<file path="src/gcw_pkg.sv">
// constants and carrier types for the gateway control word decoder
package gcw_pkg;
   // byte offsets in the process image
   localparam logic [9:0] GCW_CTRL_OFS_HI   = 10'h200; // msb of control word
   localparam logic [9:0] GCW_CTRL_OFS_LO   = 10'h201;
   localparam logic [9:0] GCW_STAT_OFS_HI   = 10'h000; // msb of status word
   localparam logic [9:0] GCW_STAT_OFS_LO   = 10'h001;
   // control word fields
   localparam int GCW_BIT_ACK    = 15;
   localparam int GCW_BIT_REQ    = 14;
   localparam int GCW_BIT_VALID  = 13;
   localparam int GCW_BIT_EXEC   = 12;
   localparam int GCW_CODE_HI    = 11;
   localparam int GCW_CODE_LO    = 8;
   localparam int GCW_ARG_HI     = 7;
   localparam int GCW_ARG_LO     = 0;
   localparam logic [15:0] GCW_CTRL_RESET = 16'h0000;
   // command codes
   localparam logic [3:0] GCW_CMD_DISABLE  = 4'h0;
   localparam logic [3:0] GCW_CMD_ENABLE   = 4'h1;
   localparam logic [3:0] GCW_CMD_ENABLE_N = 4'h2;
   // operating modes
   typedef enum logic [1:0] {
      GCW_MODE_MASTER     = 2'h0,
      GCW_MODE_ALT_MASTER = 2'h1,  // alt_protocol_master_mode
      GCW_MODE_FREE_FRAME = 2'h2
   } gcw_mode_t;
   // process image byte write
   typedef struct packed {
      logic       wr;
      logic [9:0] addr;
      logic [7:0] data;
   } gcw_wr_t;
   // decoded command
   typedef struct packed {
      logic [3:0] code;
      logic [7:0] arg;
   } gcw_cmd_t;
endpackage : gcw_pkg

</file>
<file path="src/gcw_decoder.sv">
// gateway control word decoder: takes the control word, drives status and node enables
//
// What this block does
// - control word read from bytes 0x200-0x201
// - bit 15 host ack, bit 14 host request
// - exchange only while output-valid bit is one, always on while words disabled
// - output-valid honoured only when words enabled
// - execute bit set runs the coded command
// - code in bits 11:8, argument 7:0
// - word is big-endian, msb at lower offset
// - code 0x00 disables the addressed node
// - code 0x01 re-enables the addressed node
// - code 0x02 enables first n, disables rest
// - node commands only in polling master modes
// - free-frame mode supports no commands at all
// - status word presented at bytes 0x000-0x001
// - status bit 15 request, bit 14 ack
`timescale 1ns/1ps
`default_nettype none
module gcw_decoder
   import gcw_pkg::*;
#(
   parameter int NODES = 32  // configured sub-network nodes
) (
   // clock and reset
   input  wire logic             clk,
   input  wire logic             rst_n,
   // process image writes from the control system
   input  wire gcw_wr_t          img_wr,
   // status word byte reads by the control system
   input  wire logic [9:0]       img_rd_addr,
   output logic      [7:0]       img_rd_data,
   // configuration
   input  wire logic             words_enabled,
   input  wire gcw_mode_t        mode,
   input  wire logic [7:0]       node_addr [NODES],
   // gateway status inputs
   input  wire logic             gw_req_flip,
   input  wire logic             gw_data_valid,
   input  wire logic [4:0]       gw_status_code,
   input  wire logic [7:0]       gw_status_data,
   // outputs to the sub-network engine
   output logic                  exchange_en,
   output logic [NODES-1:0]      node_enable,
   output logic                  cmd_done,
   output logic [15:0]           host_control_word
);

   // node index must fit the argument byte
   if (NODES < 1 || NODES > 255) begin : g_bad_nodes
      $error("NODES must be 1..255");
   end

   ////////////////////////////////////////////////////////////////////
   // process image capture of the control word
   always_ff @(posedge clk or negedge rst_n) begin
      if (!rst_n) begin
         host_control_word <= GCW_CTRL_RESET;
      end else if (img_wr.wr && words_enabled) begin
         if (img_wr.addr == GCW_CTRL_OFS_HI)
            host_control_word[15:8] <= img_wr.data;
         else if (img_wr.addr == GCW_CTRL_OFS_LO)
            host_control_word[7:0] <= img_wr.data;
      end
   end

   // field views
   logic     host_ack_toggle;
   logic     host_request_toggle;
   logic     out_valid;
   logic     exec_bit;
   gcw_cmd_t cmd;
   assign host_ack_toggle     = host_control_word[GCW_BIT_ACK];
   assign host_request_toggle = host_control_word[GCW_BIT_REQ];
   assign out_valid           = host_control_word[GCW_BIT_VALID];
   assign exec_bit            = host_control_word[GCW_BIT_EXEC];
   assign cmd.code = host_control_word[GCW_CODE_HI:GCW_CODE_LO];
   assign cmd.arg  = host_control_word[GCW_ARG_HI:GCW_ARG_LO];

   ////////////////////////////////////////////////////////////////////
   // sub-network exchange gate
   always_ff @(posedge clk or negedge rst_n) begin
      if (!rst_n)
         exchange_en <= 1'b0;
      else if (words_enabled)
         exchange_en <= out_valid;
      else
         exchange_en <= 1'b1;
   end

   ////////////////////////////////////////////////////////////////////
   // handshake request detection
   logic req_seen;
   logic new_req;
   assign new_req = words_enabled && (host_request_toggle != req_seen);

   always_ff @(posedge clk or negedge rst_n) begin
      if (!rst_n)
         req_seen <= 1'b0;
      else if (new_req)
         req_seen <= host_request_toggle;
   end

   logic gw_ack_toggle;
   logic gw_request_toggle;

   // ack toggles once each request is processed
   always_ff @(posedge clk or negedge rst_n) begin
      if (!rst_n) begin
         gw_ack_toggle <= 1'b0;
         cmd_done      <= 1'b0;
      end else begin
         cmd_done <= new_req;
         if (new_req)
            gw_ack_toggle <= ~gw_ack_toggle;
      end
   end

   // gateway request flips on its own events
   always_ff @(posedge clk or negedge rst_n) begin
      if (!rst_n)
         gw_request_toggle <= 1'b0;
      else if (gw_req_flip)
         gw_request_toggle <= ~gw_request_toggle;
   end

   ////////////////////////////////////////////////////////////////////
   // node command execution
   logic polling_mode;
   logic run_cmd;
   assign polling_mode = (mode == GCW_MODE_MASTER) || (mode == GCW_MODE_ALT_MASTER);
   assign run_cmd      = new_req && exec_bit && polling_mode;

   // node address match, shared by disable and enable
   function automatic logic addr_hit(input logic [7:0] a, input logic [7:0] b);
      return a == b;
   endfunction : addr_hit

   always_ff @(posedge clk or negedge rst_n) begin
      if (!rst_n) begin
         node_enable <= '1;
      end else if (run_cmd) begin
         for (int i = 0; i < NODES; i++) begin
            unique case (cmd.code)
               GCW_CMD_DISABLE:
                  if (addr_hit(node_addr[i], cmd.arg)) node_enable[i] <= 1'b0;
               GCW_CMD_ENABLE:
                  if (addr_hit(node_addr[i], cmd.arg)) node_enable[i] <= 1'b1;
               GCW_CMD_ENABLE_N:
                  node_enable[i] <= (i < int'(cmd.arg));
               default: ;
            endcase
         end
      end
   end

   ////////////////////////////////////////////////////////////////////
   // status word read mux, msb first
   logic [15:0] status_word;
   assign status_word = {gw_request_toggle, gw_ack_toggle, gw_data_valid,
                         gw_status_code, gw_status_data};

   always_ff @(posedge clk or negedge rst_n) begin
      if (!rst_n)
         img_rd_data <= 8'h00;
      else if (!words_enabled)
         img_rd_data <= 8'h00;
      else if (img_rd_addr == GCW_STAT_OFS_HI)
         img_rd_data <= status_word[15:8];
      else if (img_rd_addr == GCW_STAT_OFS_LO)
         img_rd_data <= status_word[7:0];
      else
         img_rd_data <= 8'h00;
   end

endmodule : gcw_decoder
`default_nettype wire

</file>
<file path="config.mk">
export PLATFORM = sky130hd
export DESIGN_NAME = gcw_decoder
export DESIGN_NICKNAME = d
export VERILOG_FILES = /design/src/gcw_pkg.sv /design/src/gcw_decoder.sv
export SDC_FILE = /design/constraint.sdc
export NUM_CORES = 1
export LEC_CHECK = 0
export BUFFER_PORTS_ARGS = -buffer_cell sky130_fd_sc_hd__clkbuf_2
export CORE_AREA = 2 2 140 142
export CTS_BUF_LIST = sky130_fd_sc_hd__clkbuf_4
export CTS_CLUSTER_DIAMETER = 80
export DETAILED_ROUTE_END_ITERATION = 10
export DIE_AREA = 0 0 142 144
export PLACE_DENSITY_LB_ADDON = 0.25
export SLEW_MARGIN = 20
export SYNTH_ARGS = -nofsm -noshare
export SYNTH_HDL_FRONTEND = slang
export SYNTH_SLANG_ARGS = --single-unit
</file>
<file path="constraint.sdc">
create_clock -name clk -period 2.2 [get_ports clk]
set_input_delay 0.33 -clock clk [delete_from_list [all_inputs] [get_ports clk]]
set_output_delay 0.33 -clock clk [all_outputs]
set_load 0.02 [all_outputs]
</file>
## Yosys cells after proc, flatten, opt, wreduce, memory -nomap -nowiden

Index checks and enable logic that the tools add are counted.

- Register bits after elaboration: 61
- Bits of input ports: 305
- Output and inout port bits: 58
- Word-level logic and storage cells: 321

- $lt $le $gt $ge: 32
- Equality and inequality tests: 103
- Multiplexer cells: 100
- Bitwise operators: 3
- Reductions and logical operators: 43

Operators by type and width:

| operator | count |
|---|---|
| $eq A8 B8 Y1 | 32 |
| $lt A5 B8 Y1 const A | 16 |
| $ne A2 B2 Y1 const B | 64 |
| $reduce_and A4 Y1 | 32 |
| $pmux W1 S3 | 32 |
| $mux W1 | 65 |
| $lt A4 B8 Y1 const A | 8 |
| $lt A3 B8 Y1 const A | 4 |
| $mux W8 | 3 |
| $eq A10 B10 Y1 const B | 2 |
| $lt A1 B8 Y1 const A | 2 |
| $lt A2 B8 Y1 const A | 2 |
| $eq A10 B1 Y1 const B | 1 |
| $logic_not A10 Y1 | 1 |
| $eq A4 B1 Y1 const B | 1 |
| $eq A4 B2 Y1 const B | 1 |
| $logic_and A1 B1 Y1 | 4 |
| $logic_not A4 Y1 | 1 |
| $not A1 Y1 | 3 |
| $reduce_and A3 Y1 | 1 |
| $reduce_bool A3 Y1 | 1 |
| $eq A2 B1 Y1 const B | 1 |
| $logic_not A2 Y1 | 1 |
| $reduce_and A2 Y1 | 1 |
| other kinds (2) | 2 |

## Longest topological paths before layout

Gate-level depths: netlist (run 1).

- Word-level depth: 5
- Mapped depth: 8
- Depth with buffers taken out: 5

## Least setup slack after synthesis (run 1)

Ideal clock, no wire load.

- Kind: flip-flop to flip-flop
- Start point: register host_control_word[9]
- End point: register node_enable[24]
- Library setup time: 0.061 ns
- Data arrival time: 2.142 ns
- Required time: 2.139 ns
- Slack: -0.003 ns
- Stages on the path, launching flop included: 8
- Path buffers: 2
- Clock period less this slack: 2.203 ns
- Path through: dfrtp_1 -> or4b_4 -> and2_1 -> buf_6 -> or3_1 -> buf_6 -> a311o_1 -> nand2_1

- Word-level cells in the longest chain between the ends: 3
- Elaborated cells on any way between the ends: 8
- Those cells by class: eq/ne: 4; mux: 1; reduce/logical: 3

RTL lines:

| what | line | source |
|---|---|---|
| start: declaration | gcw_decoder.sv:46 | `output logic [15:0] host_control_word` |
| start signal: assignment | gcw_decoder.sv:61 | `host_control_word[15:8] <= img_wr.data;` |
| $eq A4 B1 Y1, or another cell as far along | gcw_decoder.sv:144 | `unique case (cmd.code)` |
| $ne A2 B2 Y1 (no line) / $reduce_bool A3 Y1 (equally long branches) | -- |  |
| $reduce_and A4 Y1 (no line) | -- |  |
| end signal: indexed assignment | gcw_decoder.sv:150 | `node_enable[i] <= (i < int'(cmd.arg));` |
| end: declaration | gcw_decoder.sv:44 | `output logic [NODES-1:0] node_enable,` |

Several ways; a longest one is shown, not always the timed one.
A chain may end at the register's enable or synchronous reset.

## Worst setup path after layout (run 1)

- Start point: register host_control_word[11]
- End point: register node_enable[25]

Same word-level chain as after synthesis.

==> results.toml, run 1 <==
[critical_path]
cp_num_cells = 5
crit_path_start_kind = "flop"
crit_arrival_ps = 2420
crit_chain = "or4b_4, and2_1, or3_4, a311o_1, nand2_1"
cp.required_ps = 2570
cp_top_family = "simple AND/OR/NAND/NOR gates"
cp_num_buf_inv = 0
cp_max_fo = 9
max_stage_delay_ps = 590
cpMaxStageDelayCell = "or4b_4"
reg2reg_depth = 5
worstSetupPathType = "flop to flop"
end_kind = "flop"

[sta]
max_freq_ghz = 0.488
finalHoldViolations = 0
fin_hold_ws_ps = 67.4
skew_ps = 10.4
worst_pin_slew_ps = 583
setup_viol = 0
final.period_utilization_pct = 93.2
fin_crit_ps = 2050
slew_headroom_pct = 60.8
final_max_slew_viol_count = 0
grt_setup_unrepaired = "false"
tns_ps = 0

[routing]
drt_iter0_drc = 180
wirelength_mm = 22.1
via_count = 6127
routed_via_density = 4.89
drc = 0
ant_nets = 0
drtPass1Iterations = 4
wl_per_cell_um = 17.6

[synth]
synth_nets = 960
synth_compound_area_share_pct = 12.2
synthCells = 655
yosysSeqAreaShare_pct = 26.9
yosysWarnings = 0
synth-adder-area-share_pct = 0
synth.lib_cells_used.distinct = 40
synth_top_family_by_area = "XOR/XNOR gates"
synth_area_um2 = 5820
synthMuxAreaShare_pct = 4.26
synthXorXnorAreaFrac_pct = 39.0
ys_ff_latch = 61
syn_area_per_cell_um2 = 8.88
synth-simple-area-share_pct = 13.7

[power]
p_leak_nw = 4.46
power_mw = 2.75
peakVddDrop_mv = 0.292
power.density_nw_per_um2 = 333

[grt]
overflow = 0
grt_usage_pct = 21.1
grt_pass1_wl_mm = 32.7
antenna_found_initial = 1
grt_pass1_vias = 5965
grt_max_degree = 43

[clock_tree]
numCtsBuffers = 9
htree_num_levels = 3
clock_path_buffers = 2
cts.clk_slew.worst_paths_ps = 100
cts_tree = "done"
clk_latency_ps = 430
clock-sinks = 61
root_buffer = "clkbuf_4"

[min_path]
hold_path_class = "primary input to flop"
hold_depth = 2

[floorplanning]
fp.dieW_um = 142
design.core.area_um2 = 19100
num_rows = 51
io_pins = 363
die_y_um = 144
die_area_um2 = 20400
initial_core_util_pct = 30.5

[flow_run]
drv_cap = 0

[final_layout]
layout.nets = 1313
nFillCells = 1971
area_growth_syn_to_layout_pct = 41.8
drive_above_1_share_pct = 46.8
fin_cells = 1252
multiInputGateArea_um2 = 4030
register_area_um2 = 1580

[run_status]
status = "complete, no violations"

[placement]
gp_congestion = 0.857
portBuffers = 361
place_inst = 1234
dp_hpwl_mm = 17.8
## what timing repair did
item                       in CTS  in global routing
setup endpoints to repair       0                  4
hold buffers                    1                  0
resized for setup               0                  1
hold endpoints to repair       29                  0
buffers inserted                0                  0
## state kept, by name, indices dropped and copies added, names as in the netlist
register           count
exchange_en            1
node_enable           32
gw_ack_toggle          1
img_rd_data            8
req_seen               1
cmd_done               1
host_control_word     16
gw_request_toggle      1
## path summary, 6_finish.rpt
path,startpoint,endpoint,slack [ps]
setup reg to reg,host_control_word[11],node_enable[25],150
hold reg to reg,gw_request_toggle,gw_request_toggle,490
hold / removal,gw_req_flip,gw_request_toggle,70
setup / recovery,host_control_word[11],node_enable[25],150
max in group asynchronous,rst_n,node_enable[26],1170
min in group asynchronous,rst_n,host_control_word[15],420
## per-stage QoR
stage / setup slack, ps / cell area [um2] / utilization [%]
after detailed placement: 25.8 / 8070 / 42.3
final: 150 / 8250 / 43.2
after floorplan: 38.9 / 5820 / -
after global routing: 47.5 / 8250 / 43.2
after CTS: 1.23 / 8240 / 43.2
after global placement: 62.9 / 8070 / 42.3
## placed cells by master, fill, tap and decap left out, drive strengths merged, types with 4 or more instances in the layout
cell      n
xor2    227
o21ai    39
and2      4
a21oi    42
nor3      4
xnor2    32
buf      31
mux2     22
clkbuf  371
dfrtp    29
nor4     59
o41ai     6
nand2    15
nand4    10
o31ai     8
nor2     25
a22oi     8
dfstp    32
nor2b     8
## routing by layer
layer	wire length, um	vias to the layer above	GRT usage (%)
li1	-	2995	-
met1	9060	2843	24.7
met2	11100	259	38.1
met3	1500	30	5.23
met4	444	0	6.32
met5	0	-	0
## cell type report
cell class              count  share of cell area (%)
multi-input cells         542                    48.8
diodes                      1                  0.0303
clock inverters             5                    1.02
repair buffers            392                    26.3
clock buffers              11                    1.00
flip-flops and latches     61                    19.1
inverters                   2                  0.0910
well taps                 238                    3.61
## synth_stat cells
cell type,number,area share [%]
or3_1,2,0.22
nand2b_1,2,0.22
and3_1,3,0.32
a21oi_1,42,3.6
o211ai_1,1,0.13
nand3b_1,1,0.13
nor3_1,4,0.34
a311o_1,2,0.34
mux2_2,22,4.3
and4b_1,1,0.17
or2_2,1,0.11
dfstp_2,32,14
xor2_1,227,34
clkbuf_1,25,1.6
a211o_1,3,0.45
a22oi_1,8,1.0
a31o_2,1,0.15
nor4b_1,3,0.45
nand2_1,15,0.97
o2bb2ai_1,2,0.30
xnor2_1,32,4.8
dfrtp_1,29,12
buf_2,13,1.1
nand3_1,3,0.26
or4b_4,1,0.24
o31ai_1,8,1.0
a21o_1,1,0.13
o41ai_1,6,0.90
nor2_1,25,1.6
inv_1,2,0.13
nand4_1,10,1.1
buf_6,2,0.39
buf_1,10,0.65
o21ai_0,39,3.4
a31oi_1,2,0.22
nor4_1,59,6.3
nor2b_1,8,0.86
o22ai_1,2,0.22
o22a_1,2,0.30
and2_1,4,0.43
## power by group
group	internal, mW	total (mW)	switching [mW]
clock	0.490	0.939	0.449
sequential	1.14	1.16	0.0152
combinational	0.356	0.651	0.295
## cell families (layout without fill, tap and decap cells)
| logic type | after synthesis | count (layout) |
|---|---|---|
| AND/OR/NAND/NOR | 142 | 142 |
| other | 0 | 1 |
| multiplexers | 22 | 22 |
| buffers and inverters | 52 | 410 |
| AO/OA/AOI/OAI | 119 | 119 |
| XOR/XNOR | 259 | 259 |
| flip-flops | 61 | 61 |
Note: power is estimated with default switching activity, not from simulation.
==> run 2, diff against run 1 <==
- clock period: 2.2 -> 1.85 ns (I/O delays scaled with it)
==> run 2 against run 1 <==
The run now ends with negative setup slack left. Combinational power increased by 22%. Maximum frequency increased by 4.8%. Sequential share of layout area decreased by 0.92 points. First-iteration DRC count decreased by 2.2%. Critical path depth unchanged. Count of clock-buffer cells in the layout decreased by 2. Via count increased by 1.5%. Register-to-register slack got worse by 260 ps. Cell count increased by 1.9%.
==> results.toml, run 2 (same netlist as run 1, synthesis figures left out) <==
[power]
power.density_nw_per_um2 = 374
p_leak_nw = 4.65
peakVddDrop_mv = 0.511

[placement]
postPlaceCellArea_um2 = 8320
portBuffers = 361
gp_congestion = 0.872
dp_hpwl_mm = 18.3
place_ws_ps = -194
place_inst = 1254

[final_layout]
regMostFlops = "node_enable"
final_common_cell = "clkbuf_2"
mostFrequentLayoutCells = "clkbuf_2 (360), xor2_1 (227), nor4_1 (55), a21oi_1 (40)"
fin_cells = 1276
register_area_um2 = 1580
drive_above_1_share_pct = 50.0
nFillCells = 1919
design_area_um2 = 8680
area_growth_syn_to_layout_pct = 49.2
layout.nets = 1337
top_regs = "node_enable x32, host_control_word x16, img_rd_data x8"
multiInputGateArea_um2 = 4160
largest_reg_flops = 32

[routing]
via_count = 6216
wl_per_cell_um = 17.6
routed_via_density = 4.87
drt_iter0_drc = 176
drtPass1Iterations = 4
ant_nets = 0
drc = 0
wirelength_mm = 22.4

[critical_path]
crit_chain = "or4b_4, and2_4, or3_4, buf_4, o31ai_2"
r2r-start = "host_control_word[11]"
worstSetupPathType = "flop to flop"
cpMaxStageDelayCell = "or4b_4"
crit_arrival_ps = 2300
max_stage_delay_ps = 560
startpoint = "host_control_word[11]"
cp.required_ps = 2190
crit_path_start_kind = "flop"
end_kind = "flop"
cp_max_fo = 7

[sta]
setup_viol = 13
max_freq_ghz = 0.511
skew_ps = 23.5
grt_setup_unrepaired = "true"
fin_hold_ws_ps = 98.3
fin_ws_ps = -107
worst_pin_slew_ps = 551
final.period_utilization_pct = 106
fin_crit_ps = 1960
finalHoldViolations = 0
final_max_slew_viol_count = 0
slew_headroom_pct = 63.2

[grt]
antenna_found_initial = 1
overflow = 0
grt_max_degree = 43
grt_usage_pct = 20.8
grt_pass1_wl_mm = 32.5
grt_pass1_vias = 6074

[min_path]
hold_path_class = "primary input to flop"
worstHoldStart = "img_wr[3]"

[clock_tree]
clk_latency_ps = 430
numCtsBuffers = 9
root_buffer = "clkbuf_4"
cts_tree = "done"
cts.clk_slew.worst_paths_ps = 120
htree_num_levels = 3
clock-sinks = 61
clock_path_buffers = 2

[flow_run]
drv_cap = 0

[floorplanning]
fp.dieW_um = 142
design.core.area_um2 = 19100
num_rows = 51
die_y_um = 144
io_pins = 363
die_area_um2 = 20400
initial_core_util_pct = 30.5

[run_status]
status = "finished, violations left"
violations = "negative setup slack"
==> run 2: cell type report <==
class                   instances  share of cell area (%)
repair buffers                416                    28.5
inverters                       2                  0.0865
clock inverters                 7                    1.04
diodes                          1                  0.0288
clock buffers                   9                   0.779
well taps                     238                    3.43
multi-input cells             542                    48.0
flip-flops and latches         61                    18.2
==> run 2: per-stage QoR <==
stage	TNS (ps)	util [%]	total power [mW]
after floorplan	-1720	-	1.70
after global placement	-1200	43.6	2.18
after detailed placement	-1670	43.6	2.19
after CTS	-648	44.7	3.29
after global routing	-2350	45.5	3.42
final	-699	45.5	3.25
==> run 2: power by group <==
group | switching [mW] | internal [mW]
combinational | 0.360 | 0.437
sequential | 0.0169 | 1.36
clock | 0.534 | 0.540
==> run 2: worst max-delay path, delay by kind of cell, from the launching register on <==
family | cells | cell delay, ps
compound gates | 1 | 160
simple gates | 3 | 1110
buf+inv | 1 | 150
flops | 1 | 450
==> run 2: repair_timing <==
item                                    4_1_cts  5_1_grt
endpoints found under the hold margin        22        0
endpoints found under the setup margin       22       31
resized for setup                             9       31
buffers inserted                              0        3
hold buffers                                  2        0
pin swaps                                     2        2
cloned                                        0        0
==> run 2: worst paths after layout <==
check,to,slack [ps],cells after the start
max in group asynchronous,node_enable[31],800,3
min in group asynchronous,host_control_word[15],360,2
hold / removal,host_control_word[11],100,2
hold reg to reg,gw_request_toggle,480,1
setup reg to reg,node_enable[23],-110,5
setup / recovery,node_enable[23],-110,5
==> run 2: routing by layer <==
metal	global-route usage, %	routed length, um	vias up
li1	-	-	3045
met1	23.6	8940	2915
met2	39.5	11700	239
met3	4.83	1540	17
met4	4.16	255	0
met5	0	0	-
